## src/flash_protect_pkg.sv

```systemverilog
// constants for the flash protection controller
package flash_protect_pkg;
   localparam int ADDR_W = 22;
   localparam int DATA_W = 16;
   // register offsets (word index into byte address)
   localparam logic [3:0] REG_CTRL = 4'h0;
   localparam logic [3:0] REG_ADDR = 4'h4;
   localparam logic [3:0] REG_WDATA = 4'h8;
   localparam logic [3:0] REG_STATUS = 4'hC;
   // control fields
   localparam int CTRL_GO = 0;
   localparam int CTRL_OP_LSB = 1;
   localparam int CTRL_OP_W = 3;
   localparam int CTRL_ALT = 4;
   localparam int CTRL_WGUARD = 5;
   // status fields
   localparam int STAT_BUSY = 0;
   localparam int STAT_VERIFIED = 1;
   localparam int STAT_LOCKIND = 2;
   localparam int STAT_SECMAP = 3;
   localparam int STAT_RDATA_LSB = 16;
   // operations
   localparam logic [2:0] OP_PROTECT = 3'h0;
   localparam logic [2:0] OP_UNPROTECT = 3'h1;
   localparam logic [2:0] OP_VERIFY = 3'h2;
   localparam logic [2:0] OP_WRITE = 3'h3;
   localparam logic [2:0] OP_READ = 3'h4;
   localparam logic [2:0] OP_TEMP_ON = 3'h5;
   localparam logic [2:0] OP_TEMP_OFF = 3'h6;
   // address bits used by protect selection, and the lock indicator data bit
   localparam int BIT_SEL = 6;
   localparam int BIT_ONE = 1;
   localparam int BIT_ZERO = 0;
   localparam int BIT_LOCKIND = 7;
   // bus cycle phase length
   localparam int T_PHASE_NS = 100;
   localparam int CLK_NS = 20;
   localparam logic [3:0] PHASE_CYC = 4'((T_PHASE_NS + CLK_NS - 1) / CLK_NS);
   typedef enum {S_IDLE, S_SETUP, S_STROBE, S_HOLD} fsm_t;
endpackage

```

## src/flash_protect_host.sv

```systemverilog
// host-side controller driving the flash protection pins
//
// Our own choices: the placing of the registers and the Wishbone interface to the registers.
`timescale 1ns/100ps
// Behaviour
// device refuses program or erase in protected groups
// protection held per group of adjacent sectors
// in-system protect: elevated reset, select bit low, bit one high, bit zero low
// in-system unprotect: elevated reset with select bit high
// alternate protect: elevated line nine and output gate, select low
// alternate unprotect: elevated line nine and output gate, select high
// host runs protect verification after each protect operation; the code leaves OP_VERIFY to software and only clears the verified bit
// device unprotects all sectors at once
// host protects all unprotected sectors before first unprotect write; the code leaves op order to software
// host re-protects each group wanted protected after unprotect; the code leaves op order to software
// elevated reset lets protected sectors be programmed temporarily
// removing elevated reset restores earlier protection
// guard pin low blocks the two outermost boot sectors
// outermost sectors: lowest in bottom boot, highest in top boot
// guard pin high follows last stored state of outermost sectors
// lock indicator on data bit seven, fixed, one means factory locked
// after enter sequence boot addresses show security area
// reset or power-up drops security mapping
// security area spans 256 bytes, 128 words
// factory-locked security area refuses every change
// serial id block at fixed low or high addresses
// security area programs only by full program sequence
// host issues exit sequence to leave security mapping; the code has no exit sequence operation and leaves it to software
// each elevated-voltage condition is a separate digital qualifier
module flash_protect_host (
   input wire logic clk_i,
   input wire logic rst_i,
   input wire logic [3:0] adr_i,
   input wire logic [31:0] dat_i,
   input wire logic we_i,
   input wire logic [3:0] sel_i,
   input wire logic cyc_i,
   input wire logic stb_i,
   output logic [31:0] dat_o,
   output logic ack_o,
   output logic [flash_protect_pkg::ADDR_W-1:0] addr_o,
   output logic [flash_protect_pkg::DATA_W-1:0] dq_out_o,
   output logic dq_oe_n_o,
   input wire logic [flash_protect_pkg::DATA_W-1:0] dq_in_i,
   output logic ce_n_o,
   output logic oe_n_o,
   output logic we_n_o,
   output logic reset_n_o,
   output logic reset_elevated_o,
   output logic address_line_nine_elevated_o,
   output logic oe_elevated_o,
   output logic write_guard_boost_pin_o
);
   import flash_protect_pkg::*;

   typedef struct packed {
      logic ack;
      logic [31:0] rdat;
      logic go;
      logic [2:0] op;
      logic alt;
      logic wguard;
      logic temp;
      logic [ADDR_W-1:0] addr;
      logic [DATA_W-1:0] wdata;
      logic [DATA_W-1:0] rdata;
      logic verified;
      logic lockind;
      logic secmap;
      logic [DATA_W-1:0] dq_s1;
      logic [DATA_W-1:0] dq_s2;
      fsm_t st;
      logic [3:0] cnt;
      logic ce_n;
      logic oe_n;
      logic we_n;
      logic dq_oe_n;
      logic rst_hv;
      logic a9_hv;
      logic oe_hv;
      logic rst_n;
   } state_t;

   state_t r, next_r;

   function automatic logic is_hv_op(input logic [2:0] op);
      return (op == OP_PROTECT) || (op == OP_UNPROTECT) || (op == OP_VERIFY);
   endfunction

   function automatic logic [ADDR_W-1:0] sel_addr(
      input logic [ADDR_W-1:0] a, input logic [2:0] op);
      logic [ADDR_W-1:0] x;
      x = a;
      x[BIT_SEL] = (op == OP_UNPROTECT); // see
      x[BIT_ONE] = 1'b1;
      x[BIT_ZERO] = 1'b0;
      return x;
   endfunction

   always_comb begin
      next_r = r;
      next_r.dq_s1 = dq_in_i;
      next_r.dq_s2 = r.dq_s1;
      next_r.ack = 1'b0;
      next_r.rst_n = 1'b1;
      // wishbone slave
      if (cyc_i && stb_i && !r.ack) begin
         next_r.ack = 1'b1;
         next_r.rdat = 32'h0;
         unique case (adr_i)
            REG_CTRL: begin
               next_r.rdat[CTRL_OP_LSB +: CTRL_OP_W] = r.op;
               next_r.rdat[CTRL_ALT] = r.alt;
               next_r.rdat[CTRL_WGUARD] = r.wguard;
               // op order is left to software, see see see
               if (we_i && sel_i[0] && r.st == S_IDLE) begin
                  next_r.go = dat_i[CTRL_GO];
                  next_r.op = dat_i[CTRL_OP_LSB +: CTRL_OP_W];
                  next_r.alt = dat_i[CTRL_ALT];
                  next_r.wguard = dat_i[CTRL_WGUARD]; // see
               end
            end
            REG_ADDR: begin
               next_r.rdat[ADDR_W-1:0] = r.addr;
               if (we_i) next_r.addr = dat_i[ADDR_W-1:0];
            end
            REG_WDATA: begin
               next_r.rdat[DATA_W-1:0] = r.wdata;
               if (we_i) next_r.wdata = dat_i[DATA_W-1:0];
            end
            REG_STATUS: begin
               next_r.rdat[STAT_BUSY] = (r.st != S_IDLE) || r.go;
               next_r.rdat[STAT_VERIFIED] = r.verified;
               next_r.rdat[STAT_LOCKIND] = r.lockind;
               next_r.rdat[STAT_SECMAP] = r.secmap;
               next_r.rdat[STAT_RDATA_LSB +: DATA_W] = r.rdata;
            end
            default: next_r.rdat = 32'h0;
         endcase
      end
      // bus cycle sequencer
      unique case (r.st)
         S_IDLE: begin
            if (r.go) begin
               next_r.go = 1'b0;
               next_r.cnt = PHASE_CYC;
               next_r.st = S_SETUP;
               if (r.op == OP_TEMP_ON) begin
                  next_r.temp = 1'b1;
                  next_r.rst_hv = 1'b1;
                  next_r.st = S_IDLE;
               end else if (r.op == OP_TEMP_OFF) begin
                  next_r.temp = 1'b0;
                  next_r.rst_hv = 1'b0;
                  next_r.st = S_IDLE;
               end else if (is_hv_op(r.op)) begin
                  // separate qualifiers per pin
                  next_r.rst_hv = !r.alt;
                  next_r.a9_hv = r.alt; // see
                  next_r.oe_hv = r.alt;
               end
            end
         end
         S_SETUP: begin
            next_r.ce_n = 1'b0;
            if (r.op == OP_READ || r.op == OP_VERIFY) begin
               next_r.oe_n = 1'b0;
               next_r.dq_oe_n = 1'b1;
            end else begin
               next_r.we_n = 1'b0;
               next_r.dq_oe_n = 1'b0;
            end
            next_r.cnt = PHASE_CYC;
            next_r.st = S_STROBE;
         end
         S_STROBE: begin
            if (r.cnt != 4'h0) next_r.cnt = r.cnt - 4'h1;
            else begin
               next_r.we_n = 1'b1;
               next_r.oe_n = 1'b1;
               if (r.op == OP_READ) begin
                  next_r.rdata = r.dq_s2;
                  next_r.lockind = r.dq_s2[BIT_LOCKIND];
               end
               if (r.op == OP_VERIFY)
                  next_r.verified = r.dq_s2[BIT_ZERO];
               next_r.cnt = PHASE_CYC;
               next_r.st = S_HOLD;
            end
         end
         S_HOLD: begin
            if (r.cnt != 4'h0) next_r.cnt = r.cnt - 4'h1;
            else begin
               next_r.ce_n = 1'b1;
               next_r.dq_oe_n = 1'b1;
               next_r.rst_hv = r.temp;
               next_r.a9_hv = 1'b0;
               next_r.oe_hv = 1'b0;
               if (r.op == OP_PROTECT) next_r.verified = 1'b0;
               next_r.st = S_IDLE;
            end
         end
      endcase
      if (rst_i) begin
         next_r = '0;
         next_r.st = S_IDLE;
         next_r.ce_n = 1'b1;
         next_r.oe_n = 1'b1;
         next_r.we_n = 1'b1;
         next_r.dq_oe_n = 1'b1;
         next_r.wguard = 1'b1;
      end
   end

   always_ff @(posedge clk_i) begin
      r <= next_r;
   end

   logic [ADDR_W-1:0] out_addr;
   always_comb begin
      out_addr = is_hv_op(r.op) ? sel_addr(r.addr, r.op) : r.addr;
   end

   always_ff @(posedge clk_i) begin
      if (rst_i) addr_o <= '0;
      else addr_o <= out_addr;
   end

   assign dat_o = r.rdat;
   assign ack_o = r.ack;
   assign dq_out_o = r.wdata;
   assign dq_oe_n_o = r.dq_oe_n;
   assign ce_n_o = r.ce_n;
   assign oe_n_o = r.oe_n;
   assign we_n_o = r.we_n;
   assign reset_n_o = r.rst_n;
   assign reset_elevated_o = r.rst_hv;
   assign address_line_nine_elevated_o = r.a9_hv;
   assign oe_elevated_o = r.oe_hv;
   assign write_guard_boost_pin_o = r.wguard;
endmodule

```

## config.mk

```make
export PLATFORM = sky130hd
export DESIGN_NAME = flash_protect_host
export DESIGN_NICKNAME = d
export VERILOG_FILES = /design/src/flash_protect_pkg.sv /design/src/flash_protect_host.sv
export SDC_FILE = /design/constraint.sdc
export NUM_CORES = 1
export LEC_CHECK = 0
export ABC_AREA = 1
export BUFFER_PORTS_ARGS = -buffer_cell sky130_fd_sc_hd__buf_2
export CAP_MARGIN = 25
export CORE_AREA = 2 2 155 157
export CTS_CLUSTER_DIAMETER = 200
export DETAILED_ROUTE_END_ITERATION = 8
export DIE_AREA = 0 0 157 159
export PLACE_DENSITY_LB_ADDON = 0.12
export REMOVE_ABC_BUFFERS = 1
export SLEW_MARGIN = 0
export SYNTH_ARGS = -nofsm -noshare
export SYNTH_HDL_FRONTEND = slang
export SYNTH_SLANG_ARGS = --single-unit
```

## constraint.sdc

```tcl
create_clock -name clk_i -period 2.15 [get_ports clk_i]
set_clock_uncertainty 0.1 [all_clocks]
set_input_delay 0.43 -clock clk_i [delete_from_list [all_inputs] [get_ports clk_i]]
set_output_delay 0.43 -clock clk_i [all_outputs]
set_load 0.05 [all_outputs]
```

[Word level (Yosys, flattened, before mapping)]
Cells that the tools add are included.
Storage, ports and cells
  input bits: 61
  memories kept: 0
  memory bits (read-only): 0
  latch bits: 0
  register bits after elaboration: 194
  memory bits (writable): 0
Cells by class
  eq/ne operators: 23
  bitwise gates (word level): 1
  add/subtract/negate cells: 1
  multiplexer cells: 45
  $mul: 0
  $lt $le $gt $ge: 0
  divide/modulo/power cells: 0
  shifts and indexed selects: 0
  reductions and logical operators: 35
Operator list (count)
  36-bit one-hot mux with 4 select lines: 1
  32-bit by 2-bit equality test with 1-bit output (second input constant): 2
  32-bit zero test: 2
  32-bit 2-to-1 mux: 2
  39-bit 2-to-1 mux: 1
  36-bit 2-to-1 mux: 1
  32-bit by 1-bit equality test with 1-bit output (second input constant): 1
  32-bit nonzero test: 1
  3-bit AND reduction: 8
  2-bit != test (second input constant): 11
  10-bit one-hot mux with 2 select lines: 1
  1-bit 2-to-1 mux: 17
  4-bit 2-to-1 mux: 3
  6-bit 2-to-1 mux: 2
  3-bit one-hot mux with 4 select lines: 1
  6-bit one-hot mux with 2 select lines: 1
  10-bit 2-to-1 mux: 1
  2-bit nonzero test: 5
  3-bit equality test (second input constant): 3
  4-bit equality test (second input constant): 2
  2-bit 2-to-1 mux: 4
  7-bit 2-to-1 mux: 1
  3-bit 2-to-1 mux: 2
  1-bit one-hot mux with 2 select lines: 3
  other kinds (21): 29

[Longest topological paths before layout]
Gate-level depths: netlist of run 1.
  depth in word-level cells: 8
  mapped depth: 10

[Least setup slack after synthesis of run 1]
OpenSTA, ideal clock, no wires.
  kind: register to register
  start: register r, in the netlist ack_o
  end: register r, in the netlist dq_out_o[10]
  required time: 1937 ps
  arrival: 1430 ps
  library setup time: 113 ps
  clock period less this slack: 1643 ps
  path slack: 507 ps
  stages on the path, launching flop included: 9
  cell sequence: dfxtp_1 > inv_1 > nand3_2 > nor2_2 > nand2_4 > buf_6 > buf_6 > o21ai_1 > nor2_1
Between the ends
  word-level cells in the longest chain between the ends: 3
Ends and longest elaborated chain
  start, declared: RTL line flash_protect_host.sv:84  | state_t r, next_r;
  start signal, assigned: RTL line flash_protect_host.sv:216  | r <= next_r;
  1-bit zero test: RTL line flash_protect_host.sv:107  | if (cyc_i && stb_i && !r.ack) begin
  1-bit logical AND: RTL line flash_protect_host.sv:107
  3-bit AND reduction (no line)
No other way between the ends.
A chain may end at the register's enable or synchronous reset.

[Worst setup path after layout of run 1]
  start: register r[13] in the netlist's numbering
  end: register r[137] in the netlist's numbering
Between the ends
  word-level cells in the longest chain between the ends: 3
Ends and longest elaborated chain
  32-bit zero test: RTL line flash_protect_host.sv:116  | if (we_i && sel_i[0] && r.st == S_IDLE) begin
  1-bit logical AND: RTL line flash_protect_host.sv:116
  3-bit AND reduction (no line)
No other way between the ends.

==> impl_metrics.json, run 1 <==
{
  "dp_hpwl_um": 11490,
  "hold_ws_ns": 0.09893,
  "wl_um": 16740,
  "post_drt_via_cell_ratio": 4.093,
  "reg2reg_from": "r[13]",
  "post-cts-setup-buffer-count": 0,
  "clk_pin_slew_worst_paths_ns": 0.07,
  "cts_tree": "built",
  "synthArstFlopShare": 0,
  "place_area_um2": 7052,
  "cts-root-buf": "clkbuf_16",
  "pre_cts_ws_ns": 0.2277,
  "status": "complete, no violations",
  "grt_max_degree": 45,
  "start_util": 0.2769,
  "rsz0062_at_grt": "no",
  "cap_violations": 0,
  "critPathLaunch": "r[13]",
  "coreArea_um2": 23190,
  "die_w_um": 157,
  "relSlewSlack": 0.6626,
  "numCtsBuffers": 17,
  "crit_fanout": 11,
  "netlist.area_leader.share": 0.5050,
  "drtPass1Iterations": 4,
  "ys_warn_count": 0,
  "drc": 0,
  "avgSynthCellArea_um2": 7.823,
  "critPathKind": "flop to flop",
  "diodes": 0,
  "vias": 5035,
  "pin_count": 141,
  "vdd_drop_max_uv": 391.9,
  "die_area_um2": 24960,
  "reg2reg_depth": 7,
  "r2r-end": "r[137]",
  "tns_ns": 0,
  "final_cells": 1230,
  "synth_cell_type_count": 31,
  "critPathArrivalTime_ns": 2.07,
  "postRouteAntennaNets": 0,
  "worst_skew_pair.late_latency_ns": 0.42,
  "crit_path_end_kind": "flop",
  "worstSetupEndpoint": "r[137]",
  "fin_util": 0.3305,
  "netlist_instances": 821,
  "drive_gt1_frac": 0.2151,
  "power_mw": 7.844,
  "r2r_slack_ns": 0.28,
  "gp_congestion": 0.7733,
  "synth-edff-count": 0,
  "die_h_um": 159,
  "clock-sinks": 162,
  "slew_violations": 0,
  "synthFlopType": "dfxtp_1",
  "nNetsFinal": 966,
  "antenna_found_initial": 0,
  "post-route-period-util": 0.8692,
  "fmax_mhz": 535.1,
  "synth_common_cells": "162 x dfxtp_1, 160 x nor2_1, 109 x inv_1",
  "ctsResizeCount": 0,
  "dp_cells": 1198,
  "grt_use_total": 0.1378,
  "ys_seq_area_frac": 0.5050,
  "setup_violations": 0,
  "synth_most_common_cell": "dfxtp_1",
  "portBuffers": 127,
  "drtIter0Drc": 278,
  "startpoint_type": "flop",
  "ys_top_cells_by_area": "dfxtp_1 50%, nor2_1 9.4%, inv_1 6.4%",
  "htreeDepth": 4,
  "worst_pin_slew_ns": 0.5057,
  "grt_pass1_vias": 4745,
  "avgRoutedWirePerCell_um": 13.61,
  "finalHoldViolations": 0,
  "synth_top_area_cell": "dfxtp_1",
  "syn2layout_area_growth_pct": 19.36,
  "gr-total-overflow": 0,
  "clockBufferDepth": 2,
  "fp-row-count": 56,
  "grt_pass1_wl_um": 26170,
  "synth_seq_cells": 162,
  "hold_class": "primary input to flop",
  "setup_ws_ns": 0.2813,
  "mappedNetlistArea_um2": 6422,
  "power_density_nw_per_um2": 1023,
  "ctsHoldBuffers": 0,
  "period_minus_slack_ns": 1.869,
  "fillers": 2512,
  "required_ns": 2.35,
  "finalInstanceArea_um2": 7666,
  "p_leak_nw": 3.530
}
state kept, by name, summed over array words and instances (netlist names):
signal and cells:
ack_o 1, addr_o 22, address_line_nine_elevated_o 1, ce_n_o 1, dat_o 32, dq_oe_n_o 1
dq_out_o 16, oe_n_o 1, r 83, reset_elevated_o 1, reset_n_o 1, we_n_o 1
write_guard_boost_pin_o 1
layout by cell type, fill, tap and decap left out, types with 2 or more instances in the layout:
master / count
bufinv_16: 3
a22oi_1: 9
inv_1: 108
ha_1: 7
clkbuf_16: 17
nor2_4: 2
buf_2: 126
inv_2: 7
a21oi_1: 56
buf_4: 14
nand2_1: 67
o22ai_1: 10
clkinvlp_4: 2
o21ai_0: 61
or2_2: 2
o21ai_1: 37
nand4_1: 3
nor2_1: 160
inv_6: 6
nand3_1: 28
o211ai_1: 4
dfxtp_1: 162
nor2_2: 2
buf_12: 3
nand2_4: 3
clkinv_2: 3
cell families after synthesis:
logic type,count (synthesis),share of synthesized area
AND/OR/NAND/NOR,271,0.1763
buffers and inverters,202,0.1572
AO/OA/AOI/OAI,179,0.1479
flip-flops,162,0.5050
adder cells (fa/ha/maj),7,0.01364
final cells by class:
| type | count | area [µm²] | share of cell area |
|---|---|---|---|
| Clock inverter | 14 | 175.2 | 0.02285 |
| Clock buffer | 18 | 439.2 | 0.05729 |
| Inverter | 117 | 444.2 | 0.05794 |
| Tap cell | 319 | 399.1 | 0.05206 |
| Multi-Input combinational cell | 457 | 2170 | 0.2830 |
| Timing Repair Buffer | 143 | 795.8 | 0.1038 |
| Sequential cell | 162 | 3243 | 0.4230 |
per-layer routing:
metal	global-route usage	share of wire	wire, µm
met1	0.1867	0.50	8411
met2	0.2121	0.43	7243
met3	0.03538	0.052	874
met4	0.04754	0.013	215
met5	0	0	0
how the worst min path moves through the flow:
stage | from | depth (start not counted) | slack, ns | endpoint
3_3_place_gp | r[72] | 2 | 0.29 | r[56]
2_1_floorplan | r[60] | 2 | 0.29 | r[44]
4_1_cts | dq_in_i[9] | 3 | 0.08 | r[69]
5_1_grt | dq_in_i[12] | 3 | 0.09 | r[72]
6_report | dq_in_i[8] | 3 | 0.1 | r[68]
3_5_place_dp | r[69] | 2 | 0.29 | r[53]
power breakdown:
group | total [mW] | switching, mW | internal, mW
sequential | 3.25 | 0.0897 | 3.16
combinational | 1.39 | 0.987 | 0.401
clock | 3.20 | 1.32 | 1.88
worst max-delay path, cell delays in order (launching register included):
cell and delay (ns):
dfxtp_1 0.38, inv_1 0.14, ha_1 0.26, nand3_1 0.10, nor2_1 0.17, nand2_1 0.29
o21ai_0 0.26, a21oi_1 0.06
(Power assumes the default switching activity.)
==> run 2: changes to the inputs <==
--- a/config.mk
+++ b/config.mk
@@ -8,10 +8,10 @@
 export ABC_AREA = 1
 export BUFFER_PORTS_ARGS = -buffer_cell sky130_fd_sc_hd__buf_2
 export CAP_MARGIN = 25
-export CORE_AREA = 2 2 155 157
+export CORE_AREA = 2 2 118 206
 export CTS_CLUSTER_DIAMETER = 200
 export DETAILED_ROUTE_END_ITERATION = 8
-export DIE_AREA = 0 0 157 159
+export DIE_AREA = 0 0 120 208
 export PLACE_DENSITY_LB_ADDON = 0.12
 export REMOVE_ABC_BUFFERS = 1
 export SLEW_MARGIN = 0
==> run 2 against run 1 <==
  * Combinational power about the same
  * Clock-buffer cell count unchanged
  * First-iteration DRC count down 35%
  * Global-route usage down 0.085 points
  * Critical endpoint is now r[135]
==> impl_metrics.json, run 2 (synthesized netlist as in run 1, its figures left out) <==
{
  "period_minus_slack_ns": 1.871,
  "power_switching_mw": 2.368,
  "htreeDepth": 4,
  "syn2layout_area_growth_pct": 18.18,
  "required_ns": 2.35,
  "relSlewSlack": 0.6875,
  "critPathArrivalTime_ns": 2.07,
  "postRouteAntennaNets": 0,
  "drtPass1Iterations": 4,
  "grt_pass1_vias": 4903,
  "fillers": 2550,
  "p_seq_frac": 0.425,
  "crit_fanout": 11,
  "vdd_drop_max_uv": 535.0,
  "drc": 0,
  "crit_path_max_incr_delay_ns": 0.38,
  "hold_start": "dq_in_i[14]",
  "ctsResizeCount": 0,
  "clock-sinks": 162,
  "portBuffers": 127,
  "nNetsFinal": 967,
  "fp-row-count": 74,
  "grt_use_met1": 0.1431,
  "post_drt_via_cell_ratio": 4.171,
  "power_density_nw_per_um2": 1010,
  "drive_gt1_frac": 0.2143,
  "die_w_um": 120,
  "post-cts-setup-buffer-count": 0,
  "cts-root-buf": "clkbuf_16",
  "final_cell_mix": "162 x dfxtp_1, 160 x nor2_1, 126 x buf_2, 108 x inv_1, 67 x nand2_1",
  "rsz0062_at_grt": "no",
  "regMostFlops": "r",
  "pwr-share-comb": 0.182,
  "worst_skew_pair.late_latency_ns": 0.43,
  "startpoint_type": "flop",
  "critPathTopFamily": "simple AND/OR/NAND/NOR gates",
  "slew_violations": 0,
  "grt_use_met2": 0.2563,
  "wl_um": 16850,
  "diodes": 0,
  "crit_path_top_delay_cell": "dfxtp_1",
  "gp_congestion": 0.7654,
  "cts_tree": "built",
  "crit_buf_inv": 1,
  "power.clock.fraction": 0.392,
  "avgRoutedWirePerCell_um": 13.88,
  "grt_pass1_wl_um": 26210,
  "reg2reg_from": "r[13]",
  "ff_latch_area_um2": 3243,
  "critPathLaunch": "r[13]",
  "ctsHoldBuffers": 0,
  "setup_violations": 0,
  "multi_input_area_um2": 2170,
  "vias": 5064,
  "grt.busiest_layer": "met2",
  "p_int_mw": 5.296,
  "pre_cts_ws_ns": 0.1821,
  "coreArea_um2": 23240,
  "clk_pin_slew_worst_paths_ns": 0.06,
  "setup_ws_ns": 0.2788,
  "p_leak_nw": 3.501,
  "die_h_um": 208,
  "pin_count": 141,
  "fmax_mhz": 534.4,
  "hold_class": "primary input to flop",
  "gr-total-overflow": 0,
  "clockBufferDepth": 2,
  "tns_ns": 0,
  "crit_path_end_kind": "flop",
  "start_util": 0.2764,
  "layout_commonest_cell": "dfxtp_1",
  "critical_path.cell_chain": "inv_1 -> ha_1 -> nand3_1 -> nor2_1 -> nand2_1 -> o21ai_0 -> a21oi_1",
  "grt_use_total": 0.1369,
  "dp_hpwl_um": 12170,
  "largest_reg_flops": 83,
  "worst_pin_slew_ns": 0.4673,
  "grt_max_degree": 64,
  "numCtsBuffers": 17,
  "status": "complete, no violations",
  "fin_util": 0.3266,
  "drtIter0Drc": 180,
  "antenna_found_initial": 2,
  "die_area_um2": 24960,
  "grtUsageMet3": 0.03564,
  "finalHoldViolations": 0,
  "swShare": 0.3090,
  "post-route-period-util": 0.8703,
  "critPathKind": "flop to flop",
  "cap_violations": 0
}
==> run 2: cell count changes in the layout (fill, tap and decap cells not counted) <==
cell,delta
buf_4,+3
clkinvlp_4,+1
buf_12,-2
clkinv_4,+2
bufinv_16,-1
inv_6,-4
==> run 2: layout make-up <==
cell class / count / area share
inverter: 117 / 0.05852
multi-input combinational: 457 / 0.2859
tap: 304 / 0.05012
clock buffer: 18 / 0.05786
sequential: 162 / 0.4273
timing repair buffer: 144 / 0.1025
clock inverter: 12 / 0.01780
==> run 2: stage by stage <==
stage / cell area (µm²) / cells / total power [mW] / hold slack, ns
after floorplan: 5857 / 736 / 4.304 / 0.2883
after global placement: 7015 / 1184 / 4.751 / 0.2886
after detailed placement: 7015 / 1184 / 4.749 / 0.2944
after CTS: 7590 / 1214 / 7.797 / 0.07705
after global routing: 7590 / 1214 / 8.078 / 0.08079
final: 7590 / 1214 / 7.664 / 0.09538
==> run 2: worst register-to-register path, cell delays in order (launching register included) <==
cell	delay, ns
dfxtp_1	0.38
inv_1	0.13
ha_1	0.24
nand3_1	0.16
nor2_1	0.16
nand2_1	0.27
o21ai_0	0.26
a21oi_1	0.05
==> run 2: worst paths after layout <==
path	to	slack (ns)	cells after the start
setup / recovery	r[135]	0.28	7
hold / removal	r[74]	0.1	3
setup reg to reg	r[135]	0.28	7
hold reg to reg	r[57]	0.30	2
==> run 2: power groups by stage <==
stage               Clock [mW]  Combinational (mW)  Sequential (mW)
CTS                       3.11                1.42             3.27
detailed placement           0                1.42             3.33
floorplan                    0               0.694             3.61
finish                    3.01                1.40             3.26
global route              3.22                1.57             3.28
global placement             0                1.42             3.33
==> run 2: layer usage <==
metal	wire length, µm	part of all wire
met5	21	0.0012
met3	670	0.040
met1	6783	0.40
met4	265	0.016
met2	9105	0.54
